===== src/verilog/usft_map.vh =====
// constants for the usb switch fault timer
`ifndef USFT_MAP_VH
`define USFT_MAP_VH
`define USFT_CLK_HZ       25000000
`define USFT_START_DLY_US 100
`define USFT_START_DLY_CY 2500
`define USFT_DISCH_MS     30
`define USFT_DISCH_CY     750000
`define USFT_OC_BLANK_US  1700
`define USFT_OC_BLANK_CY  42500
`define USFT_HIC_ON_US    2000
`define USFT_HIC_ON_CY    50000
`define USFT_HIC_OFF_MS   2000
`define USFT_HIC_OFF_CY   50000000
`define USFT_SC_OFF_US    80
`define USFT_SC_OFF_CY    2000
`define USFT_SC_CHK_CY    8
`define USFT_FLT_DGL_US   2000
`define USFT_FLT_DGL_CY   50000
`define USFT_RAMP_STEPS   8'hFF
`define USFT_RAMP_DIV     16'h0009
`endif


===== src/verilog/usft_switch_fault_timer.v =====
// control and fault timing for a usb port current-limit switch
`timescale 1ns/1ns
`include "usft_map.vh"
module usft_switch_fault_timer #(
  parameter DISCH_CY   = `USFT_DISCH_CY,
  parameter OC_BLANK_CY = `USFT_OC_BLANK_CY,
  parameter HIC_ON_CY  = `USFT_HIC_ON_CY,
  parameter HIC_OFF_CY = `USFT_HIC_OFF_CY,
  parameter FLT_DGL_CY = `USFT_FLT_DGL_CY
) (
  input  wire       clk_sys,
  input  wire       rst,
  input  wire       uv_ok_async,
  input  wire       ov_trip_async,
  input  wire       ov_exit_async,
  input  wire       overcurrent_flag_async,
  input  wire       sc_trip_async,
  input  wire       detach_async,
  output reg        gate_on_ff,
  output reg  [7:0] gate_ramp_ff,
  output reg        gate_fast_off_ff,
  output reg        in_disch_ff,
  output reg        out_disch_ff,
  output reg        fault_n_ff
);
  // ****************************************************************
  // states
  // ****************************************************************
  localparam [6:0] ST_OFF   = 7'h01;
  localparam [6:0] ST_DLY   = 7'h02;
  localparam [6:0] ST_RAMP  = 7'h04;
  localparam [6:0] ST_NORM  = 7'h08;
  localparam [6:0] ST_HON   = 7'h10;
  localparam [6:0] ST_HOFF  = 7'h20;
  localparam [6:0] ST_SCOFF = 7'h40;

  // ****************************************************************
  // timer limits
  // ****************************************************************
  localparam [25:0] LIM_START = 26'd`USFT_START_DLY_CY;
  localparam [25:0] LIM_BLANK = OC_BLANK_CY[25:0];
  localparam [25:0] LIM_HON   = HIC_ON_CY[25:0];
  localparam [25:0] LIM_HOFF  = HIC_OFF_CY[25:0];
  localparam [25:0] LIM_SCOFF = 26'd`USFT_SC_OFF_CY;
  localparam [25:0] LIM_SCCHK = 26'd`USFT_SC_CHK_CY;

  // ****************************************************************
  // synchronisers
  // ****************************************************************
  reg  [5:0] sync1_ff;
  reg  [5:0] sync2_ff;
  reg        detach_d_ff;
  wire       uv_ok   = sync2_ff[0];
  wire       ov_trip = sync2_ff[1];
  wire       ov_exit = sync2_ff[2];
  wire       oc      = sync2_ff[3];
  wire       sc      = sync2_ff[4];
  wire       detach  = sync2_ff[5];
  wire       detach_rise = detach & ~detach_d_ff;

  always @(posedge clk_sys or posedge rst) begin
    if (rst) begin
      sync1_ff    <= 6'h00;
      sync2_ff    <= 6'h00;
      detach_d_ff <= 1'b0;
    end else begin
      sync1_ff    <= {detach_async, sc_trip_async, overcurrent_flag_async,
                      ov_exit_async, ov_trip_async, uv_ok_async};
      sync2_ff    <= sync1_ff;
      detach_d_ff <= detach;
    end
  end

  function done;
    input [25:0] cnt;
    input [25:0] lim;
    begin
      done = (cnt >= lim - 26'h0000001);
    end
  endfunction

  // states in which the fet is commanded on
  function is_on_state;
    input [6:0] st;
    begin
      is_on_state = (st == ST_RAMP) || (st == ST_NORM) || (st == ST_HON);
    end
  endfunction

  // states that count as an over-current fault
  function is_fault_state;
    input [6:0] st;
    begin
      is_fault_state = (st == ST_HON) || (st == ST_HOFF) || (st == ST_SCOFF);
    end
  endfunction

  // ****************************************************************
  // main sequencer
  // ****************************************************************
  reg  [6:0]  state_ff;
  reg  [6:0]  nxt_state;
  reg  [25:0] tmr_ff;
  reg  [25:0] nxt_tmr;
  reg  [15:0] div_ff;
  reg  [7:0]  nxt_ramp;
  reg  [15:0] nxt_div;
  reg         sc_retry_ff;
  reg         nxt_sc_retry;

  always @* begin
    nxt_state    = state_ff;
    nxt_tmr      = tmr_ff + 26'h0000001;
    nxt_ramp     = gate_ramp_ff;
    nxt_div      = div_ff;
    nxt_sc_retry = sc_retry_ff;
    case (state_ff)
      ST_OFF: begin
        nxt_ramp = 8'h00;
        nxt_tmr  = 26'h0000000;
        if (uv_ok) begin
          nxt_state = ST_DLY;
        end
      end
      ST_DLY: begin
        if (done(tmr_ff, LIM_START)) begin
          nxt_state = ST_RAMP;
          nxt_tmr   = 26'h0000000;
          nxt_div   = 16'h0000;
        end
      end
      ST_RAMP: begin
        // slew-limited gate ramp
        // one step every RAMP_DIV+1 cycles up to full drive
        nxt_tmr = 26'h0000000;
        if (div_ff == `USFT_RAMP_DIV) begin
          nxt_div = 16'h0000;
          if (gate_ramp_ff == `USFT_RAMP_STEPS) begin
            nxt_state = ST_NORM;
          end else begin
            nxt_ramp = gate_ramp_ff + 8'h01;
          end
        end else begin
          nxt_div = div_ff + 16'h0001;
        end
      end
      ST_NORM: begin
        nxt_ramp = `USFT_RAMP_STEPS;
        if (sc_retry_ff) begin
          // watch window covers synchroniser latency after turn-on
          if (sc) begin
            // short still there after retry
            nxt_state    = ST_HOFF;
            nxt_sc_retry = 1'b0;
            nxt_tmr      = 26'h0000000;
          end else if (done(tmr_ff, LIM_SCCHK)) begin
            nxt_sc_retry = 1'b0;
            nxt_tmr      = 26'h0000000;
          end
        end else if (oc) begin
          // blanking, switch stays fully on
          if (done(tmr_ff, LIM_BLANK)) begin
            nxt_state = ST_HON;
            nxt_tmr   = 26'h0000000;
          end
        end else begin
          nxt_tmr = 26'h0000000;
        end
      end
      ST_HON: begin
        nxt_ramp = `USFT_RAMP_STEPS;
        if (done(tmr_ff, LIM_HON)) begin
          nxt_tmr = 26'h0000000;
          nxt_state = (oc || sc) ? ST_HOFF : ST_NORM;
        end
      end
      ST_HOFF: begin
        nxt_ramp = 8'h00;
        if (done(tmr_ff, LIM_HOFF)) begin
          nxt_state = ST_HON;
          nxt_tmr   = 26'h0000000;
        end
      end
      ST_SCOFF: begin
        nxt_ramp = 8'h00;
        if (done(tmr_ff, LIM_SCOFF)) begin
          nxt_state    = ST_NORM;
          nxt_sc_retry = 1'b1;
          nxt_tmr      = 26'h0000000;
        end
      end
      default: begin
        nxt_state = ST_OFF;
        nxt_tmr   = 26'h0000000;
      end
    endcase
    // fast path acts in ramp and normal only
    // hiccup and the retry window handle a short on their own
    if (sc && (state_ff == ST_NORM || state_ff == ST_RAMP) && !sc_retry_ff) begin
      nxt_state = ST_SCOFF;
      nxt_tmr   = 26'h0000000;
      nxt_ramp  = 8'h00;
    end
    if (!uv_ok) begin
      nxt_state    = ST_OFF;
      nxt_tmr      = 26'h0000000;
      nxt_ramp     = 8'h00;
      nxt_sc_retry = 1'b0;
    end
  end

  always @(posedge clk_sys or posedge rst) begin
    if (rst) begin
      state_ff         <= ST_OFF;
      tmr_ff           <= 26'h0000000;
      div_ff           <= 16'h0000;
      sc_retry_ff      <= 1'b0;
    end else begin
      state_ff         <= nxt_state;
      tmr_ff           <= nxt_tmr;
      div_ff           <= nxt_div;
      sc_retry_ff      <= nxt_sc_retry;
    end
  end

  // ****************************************************************
  // gate drive outputs
  // ****************************************************************
  always @(posedge clk_sys or posedge rst) begin
    if (rst) begin
      gate_ramp_ff     <= 8'h00;
      gate_on_ff       <= 1'b0;
      gate_fast_off_ff <= 1'b0;
    end else begin
      gate_ramp_ff     <= nxt_ramp;
      gate_on_ff       <= is_on_state(nxt_state);
      gate_fast_off_ff <= (nxt_state == ST_SCOFF);
    end
  end

  // ****************************************************************
  // discharge control
  // ****************************************************************
  reg        ov_ff;
  reg [19:0] dis_ff;

  always @(posedge clk_sys or posedge rst) begin
    if (rst) begin
      ov_ff        <= 1'b0;
      dis_ff       <= 20'h00000;
      in_disch_ff  <= 1'b0;
      out_disch_ff <= 1'b0;
    end else begin
      // trip wins over exit
      if (ov_trip) begin
        ov_ff <= 1'b1;
      end else if (ov_exit) begin
        ov_ff <= 1'b0;
      end
      // window lasts DISCH_CY cycles from the detach edge
      if (detach_rise) begin
        dis_ff <= DISCH_CY[19:0];
      end else if (dis_ff != 20'h00000) begin
        dis_ff <= dis_ff - 20'h00001;
      end
      in_disch_ff  <= ov_trip | (ov_ff & ~ov_exit) | detach_rise |
                      (dis_ff > 20'h00001);
      out_disch_ff <= detach_rise | (dis_ff > 20'h00001);
    end
  end

  // ****************************************************************
  // fault indication
  // ****************************************************************
  reg [15:0] dgl_ff;
  wire       oc_fault = oc | is_fault_state(state_ff);

  always @(posedge clk_sys or posedge rst) begin
    if (rst) begin
      dgl_ff     <= 16'h0000;
      fault_n_ff <= 1'b1;
    end else begin
      // count saturates so the fault holds while it lasts
      if (!oc_fault) begin
        dgl_ff <= 16'h0000;
      end else if (dgl_ff != FLT_DGL_CY[15:0]) begin
        dgl_ff <= dgl_ff + 16'h0001;
      end
      fault_n_ff <= ~(ov_ff | ov_trip | (oc_fault && dgl_ff == FLT_DGL_CY[15:0]));
    end
  end
endmodule

===== config.mk =====
export PLATFORM = sky130hd
export DESIGN_NAME = usft_switch_fault_timer
export DESIGN_NICKNAME = d
export VERILOG_FILES = /design/src/verilog/usft_switch_fault_timer.v
export VERILOG_INCLUDE_DIRS = /design/src /design/src/verilog
export SDC_FILE = /design/constraint.sdc
export NUM_CORES = 1
export LEC_CHECK = 0
export BUFFER_PORTS_ARGS = -buffer_cell sky130_fd_sc_hd__clkbuf_2
export CORE_MARGIN = 8
export CORE_UTILIZATION = 41
export CTS_CLUSTER_SIZE = 25
export DETAILED_ROUTE_END_ITERATION = 10
export GPL_TIMING_DRIVEN = 0
export SKIP_CTS_REPAIR_TIMING = 1
export SLEW_MARGIN = 20
export SYNTH_ARGS = -nofsm -noshare
export SYNTH_HDL_FRONTEND = slang
export SYNTH_SLANG_ARGS = --single-unit

===== constraint.sdc =====
create_clock -name clk_sys -period 4.13 [get_ports clk_sys]
set_clock_uncertainty 0.2 [all_clocks]
set_input_delay 0.826 -clock clk_sys [delete_from_list [all_inputs] [get_ports clk_sys]]
set_output_delay 0.826 -clock clk_sys [all_outputs]
set_load 0.03 [all_outputs]

==> results of run 1 <==
## power by group through the flow
stage / Combinational (W) / Sequential, W / Clock (W)
4_1_cts: 0.000366 / 0.00125 / 0.00169
6_report: 0.000364 / 0.00125 / 0.00165
5_1_grt: 0.000409 / 0.00126 / 0.00174
2_1_floorplan: 0.000215 / 0.00130 / 0
3_5_place_dp: 0.000364 / 0.00126 / 0
3_3_place_gp: 0.000349 / 0.00126 / 0
## layout make-up
class                      instances  area (um2)  share of cell area [%]
buffer                            20        93.8                    1.34
clock buffer                      21         460                    6.57
clock inverter                    11         208                    2.96
inverter                          29         114                    1.63
multi-input combinational        469        2940                    42.0
sequential                       113        2830                    40.4
tap                              184         230                    3.29
timing repair buffer              21         128                    1.82
## metal layers
layer / vias to the layer above / part of all wire [%] / global-route usage [%]
met5: - / 0 / 0
met4: 0 / 1.9 / 7.14
met3: 21 / 3.6 / 3.93
met2: 84 / 48 / 23.6
met1: 2394 / 47 / 18.8
li1: 2345 / - / -
## how the worst max path moves through the flow
stage          cells past startpoint                    end
3_3_place_gp                       2    tmr_ff[6]$_DFF_PP0_
3_5_place_dp                       6   gate_on_ff$_DFF_PP0_
6_report                           6   gate_on_ff$_DFF_PP0_
2_1_floorplan                      1  detach_d_ff$_DFF_PP0_
4_1_cts                            6   gate_on_ff$_DFF_PP0_
5_1_grt                            6   gate_on_ff$_DFF_PP0_
## cell families (layout without fill, tap and decap cells)
family	Yosys count	count (layout)
AOI/OAI and AO/OA	120	120
muxes	3	3
and+or+nand+nor	284	284
buffers and inverters	49	102
adders and majority gates	8	8
DFF	113	113
xor gates and xnor gates	54	54
## cell usage in the layout, fill, tap and decap left out, types with 16 or more instances in the layout
cell | synthesis | layout
a21oi_1 | 23 | 23
clkbuf_1 | 14 | 16
clkbuf_16 | 0 | 17
clkbuf_2 | 0 | 20
dfrtp_1 | 111 | 111
inv_1 | 29 | 28
nand2_1 | 49 | 49
nand3_1 | 26 | 26
nand4_1 | 23 | 23
nor2_1 | 66 | 66
nor2_2 | 20 | 20
nor3_1 | 19 | 19
o21ai_0 | 39 | 39
xnor2_1 | 23 | 23
xor2_1 | 31 | 31
## state kept, by name, summed over array words and instances, names as in the netlist
name	flops
tmr_ff	26
dis_ff	20
dgl_ff	16
div_ff	16
gate_ramp_ff	8
state_ff	7
sync1_ff	6
sync2_ff	6
detach_d_ff	1
fault_n_ff	1
gate_fast_off_ff	1
gate_on_ff	1
in_disch_ff	1
out_disch_ff	1
ov_ff	1
sc_retry_ff	1
## per-stage QoR
stage	cells	area (um2)	utilization, %	setup slack (ps)
after global routing	868	7010	48.8	869
after detailed placement	836	6330	44.1	1020
after CTS	868	7000	48.7	996
final	868	7010	48.8	1020
after floorplan	631	5970	-	120
after global placement	835	6300	43.8	-1150
## worst max-delay path: stages, from the launching register on
cell and delay, ps:
dfrtp_1 420, or4_4 540, or4_4 580, o41ai_1 550
o21ai_0 160, a311oi_1 370, o211ai_1 130
## synthesized netlist by cell type (6+ instances only)
cell        n
nand2_1    49
inv_1      29
nand4_1    23
a21oi_1    23
clkbuf_1   14
nor2_2     20
o31ai_1     6
o21ai_0    39
xnor2_1    23
a31oi_1     8
nor2_1     66
dfrtp_1   111
or3_1       7
ha_1        8
xor2_1     31
nand3_1    26
nor4_1     12
and3_1      9
nor3_1     19
nand4b_1    7
==> summary.md, run 1 <==
| Metric | Value |
|---|---|
| Status | complete, no violations |
| Detailed Route WL | between 10,000 and 15,000 um |
| CP arrival | 3170 ps |
| Clock net sink count | 113 |
| FP Rows | between 40 and 50 |
| Gr ovfl total | 0 |
| CTS tree | built |
| Cts bufs inserted | 17 |
| Die H | 137 um |
| Crit path launch | tmr_ff[22]$_DFF_PP0_ |
| First-pass GRT wire length | around 23,000 um |
| Detail Placement HPWL | around 9100 um |
| DR pass1 iterations | 4 |
| ANT nets after route | 0 |
| Power Internal | between 0.002 and 0.0025 W |
| Io pins | 21 |
| Design Power | around 0.0033 W |
| Initial antenna violation count | 0 |
| Reg2reg end | gate_on_ff$_DFF_PP0_ |
| Die width | 137 um |
| Post-Syn Area | roughly 6000 um2 |
| Area share of and/or/nand/nor cells after synthesis | between 20 and 30% |
| Fillers | 1,301 |
| CTS root buffer | clkbuf_16 |
| Setup-failing EPs final | 0 |
| Hold Crit Class | flop to flop |
| Worst vdd ir | around 0.34 mV |
| Register share of total power | between 30% and 40% |
| Final Slew Violations | 0 |
| Crit. End Element | flop |
| Vias in the first global route | 4,823 |
| Initial Utilization | a little over 40% |
| Worst-path clk slew | around 50 ps |
| Ys async rst share | 100% |
| 1st-iter DRT viols | about 280 |
| Htree depth | 4 |
| Multiplexer share of the synthesized area | 0.524% |
| Final hold slack | 146 ps |
| Fmax | 321 MHz |
| Post-Synthesis Net Count | between 600 and 700 |
| RR Startpoint | tmr_ff[22]$_DFF_PP0_ |
| Minimum clock period | just over 3000 ps |
| Net switching power | about 0.00081 W |
| Min-delay src | sync1_ff[3]$_DFF_PP0_ |
| WHS Endpoint | sync2_ff[3]$_DFF_PP0_ |
| Post-synth EDFFs | 0 |
| Crit Path Class | flop to flop |
| Core box area | approximately 14,000 um2 |
| Crit Path Max Fanout | 6 |
| Hold depth | 0 |
| Power Density | around 470 nW/um2 |
| Synthesis Warnings | 0 |
| Post-synthesis average cell area | 9.46 um2 |
| Fin crit share | about three quarters |
| PortBufs | 20 |
| Largest net degree at the start of global routing | 77 |
| Fin. Hold Viols | 0 |
| RSZ-0062 raised after global routing | false |
| Max cap viols | 0 |
| Fin nets | 687 |
| Adder-cell area share of the yosys netlist | ~1.7% |
| Critical Path RT | about 4200 ps |
| Yosys reg bits | 113 |
| Gpl congestion | between 0.8 and 0.9 |
| Synth top area share | a little under half |
| Layout cell share with drive strength beyond 1 | between 10 and 15% |
| Area contributors post-synth | dfrtp_1, xor2_1, nor2_1 |
| DR vias/cell | roughly 5.6 |
| Post-Synth XOR/XNOR Area | 7.93% |
| Leak | between 2 and 3 nW |
| Reg-to-reg slack, setup | 1020 ps |
| Most used DFF post-synth | dfrtp_1 |
| Final TNS setup | 0 ps |
| Synth unique cells | 66 |
| Seq/Total Area, Yosys | between 40% and 50% |
| Slew HR | 43.3% |
| Via count | 4,844 |
| WL per Instance | roughly 15 um |
| Clock Latency Late Sink | a little over 400 ps |
| Area Growth Syn to Fin | 17.4% |
| Worst slew pin tran | ~840 ps |
| # diodes | 0 |
| Combinational family with the most area after synthesis | simple AND/OR/NAND/NOR gates |
| Cell taking the most area after synthesis | dfrtp_1 |
| Post-Syn Instances | around 630 |
| DRC Markers | 0 |
| GR Util All Layers | between 10% and 20% |
| Total Die Area | 18,700 um2 |
| Logic pwr share | ~11% |
| Startpoint Class | flop |
| Net Sw Frac | roughly 25% |
| Synth Area in Compound Gates | a little over an eighth |
| CTS max path bufs | 2 |
| R2R cell count | 6 |
| Clk pwr share | between 50 and 60% |
Note: power is estimated with default switching activity, not from simulation.
==> run 2: changes to the inputs <==
--- a/config.mk
+++ b/config.mk
@@ -6,6 +6,7 @@
 export SDC_FILE = /design/constraint.sdc
 export NUM_CORES = 1
 export LEC_CHECK = 0
+export ABC_AREA = 1
 export BUFFER_PORTS_ARGS = -buffer_cell sky130_fd_sc_hd__clkbuf_2
 export CORE_MARGIN = 8
 export CORE_UTILIZATION = 41
==> constraint.sdc (replaced) <==
create_clock -name clk_sys -period 2.99 [get_ports clk_sys]
set_clock_uncertainty 0.2 [all_clocks]
set_input_delay 0.598 -clock clk_sys [delete_from_list [all_inputs] [get_ports clk_sys]]
set_output_delay 0.598 -clock clk_sys [all_outputs]
set_load 0.03 [all_outputs]
==> run 2 against run 1 <==
First-iteration DRC count is 9.9% higher. Clock power is 17% higher. Cell count is 30% higher. Register-to-register slack worse by 370 ps. Synthesized area is 11% higher. Via count is 14% higher. Clock-buffer cell count is 3 lower. Wire length is 12% higher. Critical endpoint is now in_disch_ff$_DFF_PP0_. Non-clock buffer count is 9 lower. Worst setup slack worse by 370 ps.
==> summary.md, run 2 <==
| Metric | Value |
|---|---|
| Gr ovfl total | 0 (unchanged) |
| Multi-input gate area | 3240 um2 (+10%) |
| Fillers | 1,591 (+22%) |
| Power Internal | 0.00297 W (+21%) |
| Power Density | 545 nW/um2 (+17%) |
| Largest registers | tmr_ff (26), dis_ff (20) |
| Die H | 143 um (+4.6%) |
| Fin nets | 917 (+33%) |
| Final hold slack | 83.7 ps (-62.7 ps) |
| Logic pwr share | 12.1% (+1.0 points) |
| Largest register FFs | 26 (unchanged) |
| Reg-to-reg slack, setup | 650 ps (-370 ps) |
| Worst-path clk slew | 60 ps (about the same) |
| Fin crit share | 78.2% (+2.9 points) |
| Detailed Route WL | 14,700 um (+12%) |
| First-pass GRT wire length | 25,800 um (+15%) |
| Reg2reg end | in_disch_ff$_DFF_PP0_ |
| Most used DFF post-synth | dfrtp_1 |
| Post-Synthesis Net Count | 873 (+35%) |
| Yosys reg bits | 113 (unchanged) |
| # diodes | 0 (unchanged) |
| DR pass1 iterations | 5 (+1) |
| Critical path cell sequence | inv_1, ha_1, nand2_1, nor2_1, nand2_1, inv_1, nand3_1, o41ai_1, inv_1, or2_2 |
| Critical Path RT | 3090 ps (-1090 ps) |
| Status | complete, no violations |
| Placed insts | 1,097 (+31%) |
| Htree depth | 4 (unchanged) |
| Total Die Area | 20,400 um2 (+9.4%) |
| Cts bufs inserted | 17 (unchanged) |
| Crit Path Class | flop to flop |
| Register share of total power | 41.5% (+3.2 points) |
| Worst vdd ir | 0.400 mV (+19%) |
| Buf/Inv on CP | 3 (+3) |
| Crit Path Max Fanout | 7 (+1) |
| Area Growth Syn to Fin | 15.8% |
| Initial antenna violation count | 0 (unchanged) |
| Worst path slowest cell | dfrtp_1 |
| Final Slew Violations | 0 (unchanged) |
| Fmax | 427 MHz (+33%) |
| Post-Layout Cell Count | 1,130 (+30%) |
| Largest net degree at the start of global routing | 31 (-60%) |
| Net switching power | 0.00120 W (+49%) |
| RSZ-0062 raised after global routing | false |
| Clock Latency Late Sink | 420 ps (about the same) |
| DR vias/cell | 4.91 (-12%) |
| Post-Syn Area | 6600 um2 (+11%) |
| CP max stage delay | 460 ps (-120 ps) |
| Io pins | 21 (unchanged) |
| Worst slew pin tran | 498 ps (-346 ps) |
| Post-Syn Instances | 857 (+36%) |
| Post-Route Utilization | 48.3% (-0.43 points) |
| Most used cell, CP | inv_1 |
| Fin. Hold Viols | 0 (unchanged) |
| CP arrival | 2440 ps (-730 ps) |
| PortBufs | 20 (unchanged) |
| Design Power | 0.00417 W (+28%) |
| CTS max path bufs | 2 (unchanged) |
| WHS Endpoint | sync1_ff[3]$_DFF_PP0_ |
| R2R cell count | 10 (+4) |
| Commonest non-fill, non-tap cell in the layout | nand2_1 |
| Net Sw Frac | 28.8% (+4.1 points) |
| Crit path launch | dis_ff[0]$_DFFE_PP0P_ |
| FP Rows | 46 (+4.5%) |
| Synthesis Warnings | 0 (unchanged) |
| Synth unique cells | 50 (-24%) |
| Die width | 143 um (+4.6%) |
| Clock net sink count | 113 (unchanged) |
| Critical path's top delay family | simple AND/OR/NAND/NOR gates |
| Gpl congestion | 0.880 (+4.7%) |
| Seq/Total Area, Yosys | 42.9% (-4.6 points) |
| Min-delay src | overcurrent_flag_async |
| Via count | 5,544 (+14%) |
| Post-synth EDFFs | 0 (unchanged) |
| Ys async rst share | 100% (unchanged) |
| Clk pwr share | 46.4% (-4.2 points) |
| Startpoint Class | flop |
| FF+latch area | 2830 um2 (unchanged) |
| Detail Placement HPWL | 11,100 um (+22%) |
| Vias in the first global route | 5,380 (+12%) |
| Most frequent cell after synthesis | nand2_1 |
| CTS tree | built |
| 1st-iter DRT viols | 310 (+9.9%) |
| Crit. End Element | flop |
| Hold Crit Class | primary input to flop |
| CTS root buffer | clkbuf_16 |
| Core box area | 15,800 um2 (+10%) |
| Minimum clock period | 2340 ps (-774 ps) |
| GR Util All Layers | 15.9% (+0.89 points) |
| Max cap viols | 0 (unchanged) |
| Largest Register | tmr_ff |
| Synth top area share | 42.1% (-4.5 points) |
| Area contributors post-synth | dfrtp_1, nand2_1, inv_1 |
| Initial Utilization | 41.7% (+0.20 points) |
| ANT nets after route | 0 (unchanged) |
| Layout cell share with drive strength beyond 1 | 15.8% (+1.9 points) |
| Leak | 3.53 nW (+25%) |
| Most frequent cells in the layout | nand2_1, inv_1, dfrtp_1 |
| DRC Markers | 0 (unchanged) |
| Hold depth | 1 (+1) |
| Cell taking the most area after synthesis | dfrtp_1 |
| Setup-failing EPs final | 0 (unchanged) |
| Post-synthesis average cell area | 7.71 um2 (-19%) |
| WL per Instance | 13.0 um (-14%) |
| RR Startpoint | dis_ff[0]$_DFFE_PP0P_ |
| Post-synth top cells | nand2_1, inv_1, dfrtp_1 |
| Slew HR | 66.8% (+23 points) |
-- run 2: how the worst max path moves through the flow --
stage                                        to  slack, ps  cells past startpoint
final                     in_disch_ff$_DFF_PP0_        650                     10
after CTS                  tmr_ff[17]$_DFF_PP0_        650                     13
after floorplan           detach_d_ff$_DFF_PP0_        820                      1
after global placement    in_disch_ff$_DFF_PP0_        -30                      2
after global routing      in_disch_ff$_DFF_PP0_        410                     10
after detailed placement   tmr_ff[12]$_DFF_PP0_        670                     13
-- run 2: area by class of cell --
cell class,count,area share (%)
inverters,128,6.33
clock inverters,14,1.75
plain buffers,7,0.703
clock buffers,18,5.74
multi-input cells,609,42.4
flip-flops and latches,113,37.0
repair buffers,25,2.58
well taps,216,3.53
-- run 2: stage by stage --
step | setup WS, ps | area (um2) | TNS, ps
finish | 651 | 7650 | 0
global route | 412 | 7650 | 0
CTS | 655 | 7640 | 0
detailed placement | 667 | 7070 | 0
global placement | -25.7 | 6980 | -1830
floorplan | 822 | 6610 | 0
-- run 2: routing by layer --
metal  global-route usage [%]  part of all wire, %
met1                     21.1                   50
met3                     3.67                  3.5
met5                        0                    0
met4                     6.10                  1.6
met2                     24.5                   45
-- run 2: power groups by stage --
| stage | clock [W] | sequential, W | combinational [W] |
|---|---|---|---|
| floorplan | 0 | 0.00179 | 0.000327 |
| global placement | 0 | 0.00175 | 0.000492 |
| detailed placement | 0 | 0.00175 | 0.000509 |
| CTS | 0.00198 | 0.00172 | 0.000511 |
| global route | 0.00205 | 0.00174 | 0.000574 |
| finish | 0.00193 | 0.00173 | 0.000504 |
-- run 2: kinds of logic after synthesis --
logic type	after synthesis	synth area share [%]
AND/OR/NAND/NOR	467	34.4
buffers and inverters	135	8.09
flip-flops	113	42.9
AO/OA/AOI/OAI	99	8.47
XOR/XNOR	35	4.64
adder cells (fa/ha/maj)	8	1.52
==> run 3: changes to the inputs <==
==> constraint.sdc (replaced) <==
create_clock -name clk_sys -period 2.2 [get_ports clk_sys]
set_clock_uncertainty 0.2 [all_clocks]
set_input_delay 0.44 -clock clk_sys [delete_from_list [all_inputs] [get_ports clk_sys]]
set_output_delay 0.44 -clock clk_sys [all_outputs]
set_load 0.03 [all_outputs]
==> run 3 against run 2 <==
Clock-buffer cell count is the same. Final area grew 6.4%. Power grew 39%. Combinational power grew 61%. First-iteration DRC count grew 8.1%. Via count grew 3.2%. Sequential share of layout area shrank 2.1 points. Worst hold slack gained 62 ps. Worst setup slack lost 560 ps. Global-route usage is the same. Utilization grew 3.1 points. Largest cell class unchanged.
==> summary.md, run 3 (same netlist as run 2, synthesis figures left out) <==
| Metric | Value |
|---|---|
| DR vias/cell | 4.92 (+0.37%) |
| Core box area | 15,800 um2 (unchanged) |
| FF+latch area | 2840 um2 (+0.31%) |
| M1 wire length | 7360 um (+0.11%) |
| Placed insts | 1,097 (unchanged) |
| Crit. End Element | flop |
| First-pass GRT wire length | 25,800 um (unchanged) |
| Via count | 5,722 (+3.2%) |
| Critical path's top delay family | simple AND/OR/NAND/NOR gates |
| Final Slew Violations | 0 (unchanged) |
| 1st-iter DRT viols | 335 (+8.1%) |
| Crit Path Class | flop to flop |
| ANT nets after route | 0 (unchanged) |
| WL met3 | 624 um (+20%) |
| Total Die Area | 20,400 um2 (unchanged) |
| Design Power | 0.00579 W (+39%) |
| GR Util All Layers | 15.9% (unchanged) |
| Worst vdd ir | 0.552 mV (+38%) |
| Leak | 3.69 nW (+4.8%) |
| CTS max path bufs | 2 (unchanged) |
| Clock Latency Late Sink | 420 ps (about the same) |
| R2R cell count | 13 (+3) |
| Slew HR | 67.4% (+0.61 points) |
| # diodes | 0 (unchanged) |
| Hold depth | 0 (-1) |
| FP Rows | 46 (unchanged) |
| CTS root buffer | clkbuf_16 |
| DR pass1 iterations | 5 (unchanged) |
| Hold Crit Class | flop to flop |
| Commonest non-fill, non-tap cell in the layout | nand2_1 |
| CP arrival | 2220 ps (-220 ps) |
| Worst-path clk slew | 60 ps (about the same) |
| Worst path slowest cell | dfrtp_2 |
| Largest register FFs | 26 (unchanged) |
| Max cap viols | 0 (unchanged) |
| Setup-failing EPs final | 0 (unchanged) |
| Top sig layer | met4 |
| Die width | 143 um (unchanged) |
| Critical Path RT | 2310 ps (-780 ps) |
| Buf/Inv on CP | 2 (-1) |
| Instance count on the critical path | 13 (+3) |
| Fin nets | 949 (+3.5%) |
| Vias in the first global route | 5,380 (unchanged) |
| Htree depth | 4 (unchanged) |
| PortBufs | 20 (unchanged) |
| Die H | 143 um (unchanged) |
| Cts bufs inserted | 17 (unchanged) |
| Area Growth Syn to Fin | 23.3% |
| CTS tree | built |
| Gr ovfl total | 0 (unchanged) |
| Detail Placement HPWL | 11,100 um (unchanged) |
| RSZ-0062 raised after global routing | true |
| Largest Register | tmr_ff |
| Crit Path Max Fanout | 9 (+2) |
| Initial Utilization | 41.7% (unchanged) |
| Fin crit share | 95.7% (+17 points) |
| DRC Markers | 0 (unchanged) |
| CP max stage delay | 450 ps (about the same) |
| Most used cell, CP | nor2_2 |
| Layout cell share with drive strength beyond 1 | 22.1% (+6.3 points) |
| Power Density | 711 nW/um2 (+31%) |
| Fin. Hold Viols | 0 (unchanged) |
| Status | complete, no violations |
| Critical path cell sequence | inv_2, nand2_1, nor2_2, nand2_1, nor2_2, nand2_2, nand3_2, nand2_2, nor2_2, nand3_2, nand2_8, clkbuf_16, nor2_2 |
| Minimum clock period | 2110 ps (-234 ps) |
| Io pins | 21 (unchanged) |
| Post-Layout Cell Count | 1,162 (+2.8%) |
| Most frequent cells in the layout | nand2_1, inv_1, dfrtp_1 |
| Initial antenna violation count | 0 (unchanged) |
| Detailed Route WL | 15,400 um (+4.5%) |
| Largest net degree at the start of global routing | 31 (unchanged) |
| Fillers | 1,546 (-2.8%) |
| WL per Instance | 13.3 um (+1.6%) |
| Startpoint Class | flop |
| Met2 WL | 7180 um (+8.4%) |
| Gpl congestion | 0.880 (unchanged) |
| Largest registers | tmr_ff (26), dis_ff (20) |
| Clock net sink count | 113 (unchanged) |
| Worst slew pin tran | 489 ps (-9.10 ps) |
| Multi-input gate area | 3400 um2 (+5.1%) |
| Fmax | 475 MHz (+11%) |
[run 3: cell count changes in the layout (fill, tap and decap cells not counted), sizes merged]
cell,delta
dlygate4sd3,+6
buf,+23
clkbuf,+3
[run 3: layer usage]
metal,up-vias,GRT usage [%]
li1,2947,-
met3,19,3.67
met1,2652,21.1
met5,-,0
met4,0,6.10
met2,104,24.5
[run 3: final cells by class]
cell class	instances	share of cell area, %
inverter	128	5.95
tap	216	3.32
sequential	113	34.9
multi-input combinational	609	41.8
clock buffer	18	5.40
timing repair buffer	57	6.15
clock inverter	14	1.64
buffer	7	0.845
[run 3: worst paths after layout]
kind | slack [ps] | startpoint | endpoint
hold reg to reg | 150 | sync1_ff[1]$_DFF_PP0_ | sync2_ff[1]$_DFF_PP0_
min in group asynchronous | 360 | rst | tmr_ff[7]$_DFF_PP0_
hold / removal | 150 | sync1_ff[1]$_DFF_PP0_ | sync2_ff[1]$_DFF_PP0_
setup reg to reg | 90 | tmr_ff[11]$_DFF_PP0_ | tmr_ff[6]$_DFF_PP0_
max in group asynchronous | 590 | rst | dis_ff[16]$_DFFE_PP0P_
setup / recovery | 90 | tmr_ff[11]$_DFF_PP0_ | tmr_ff[6]$_DFF_PP0_
[run 3: stage by stage]
step	instance area (um2)	hold WS, ps	worst slack [ps]	TNS [ps]	util, %
final	8140	146	94.6	0	51.4
after global routing	8140	158	-31.2	-542	51.4
after CTS	7640	-187	-135	-3240	48.3
after detailed placement	7070	136	-123	-2770	44.6
after global placement	6980	132	-658	-74970	44.1
after floorplan	6610	131	190	0	-
[run 3: report_power, final]
group | total [W] | internal [W] | switching (W) | leakage, nW
registers | 0.00235 | 0.00221 | 0.000141 | 1.45
clock network | 0.00263 | 0.00159 | 0.00104 | 0.277
logic | 0.000812 | 0.000313 | 0.000499 | 1.97
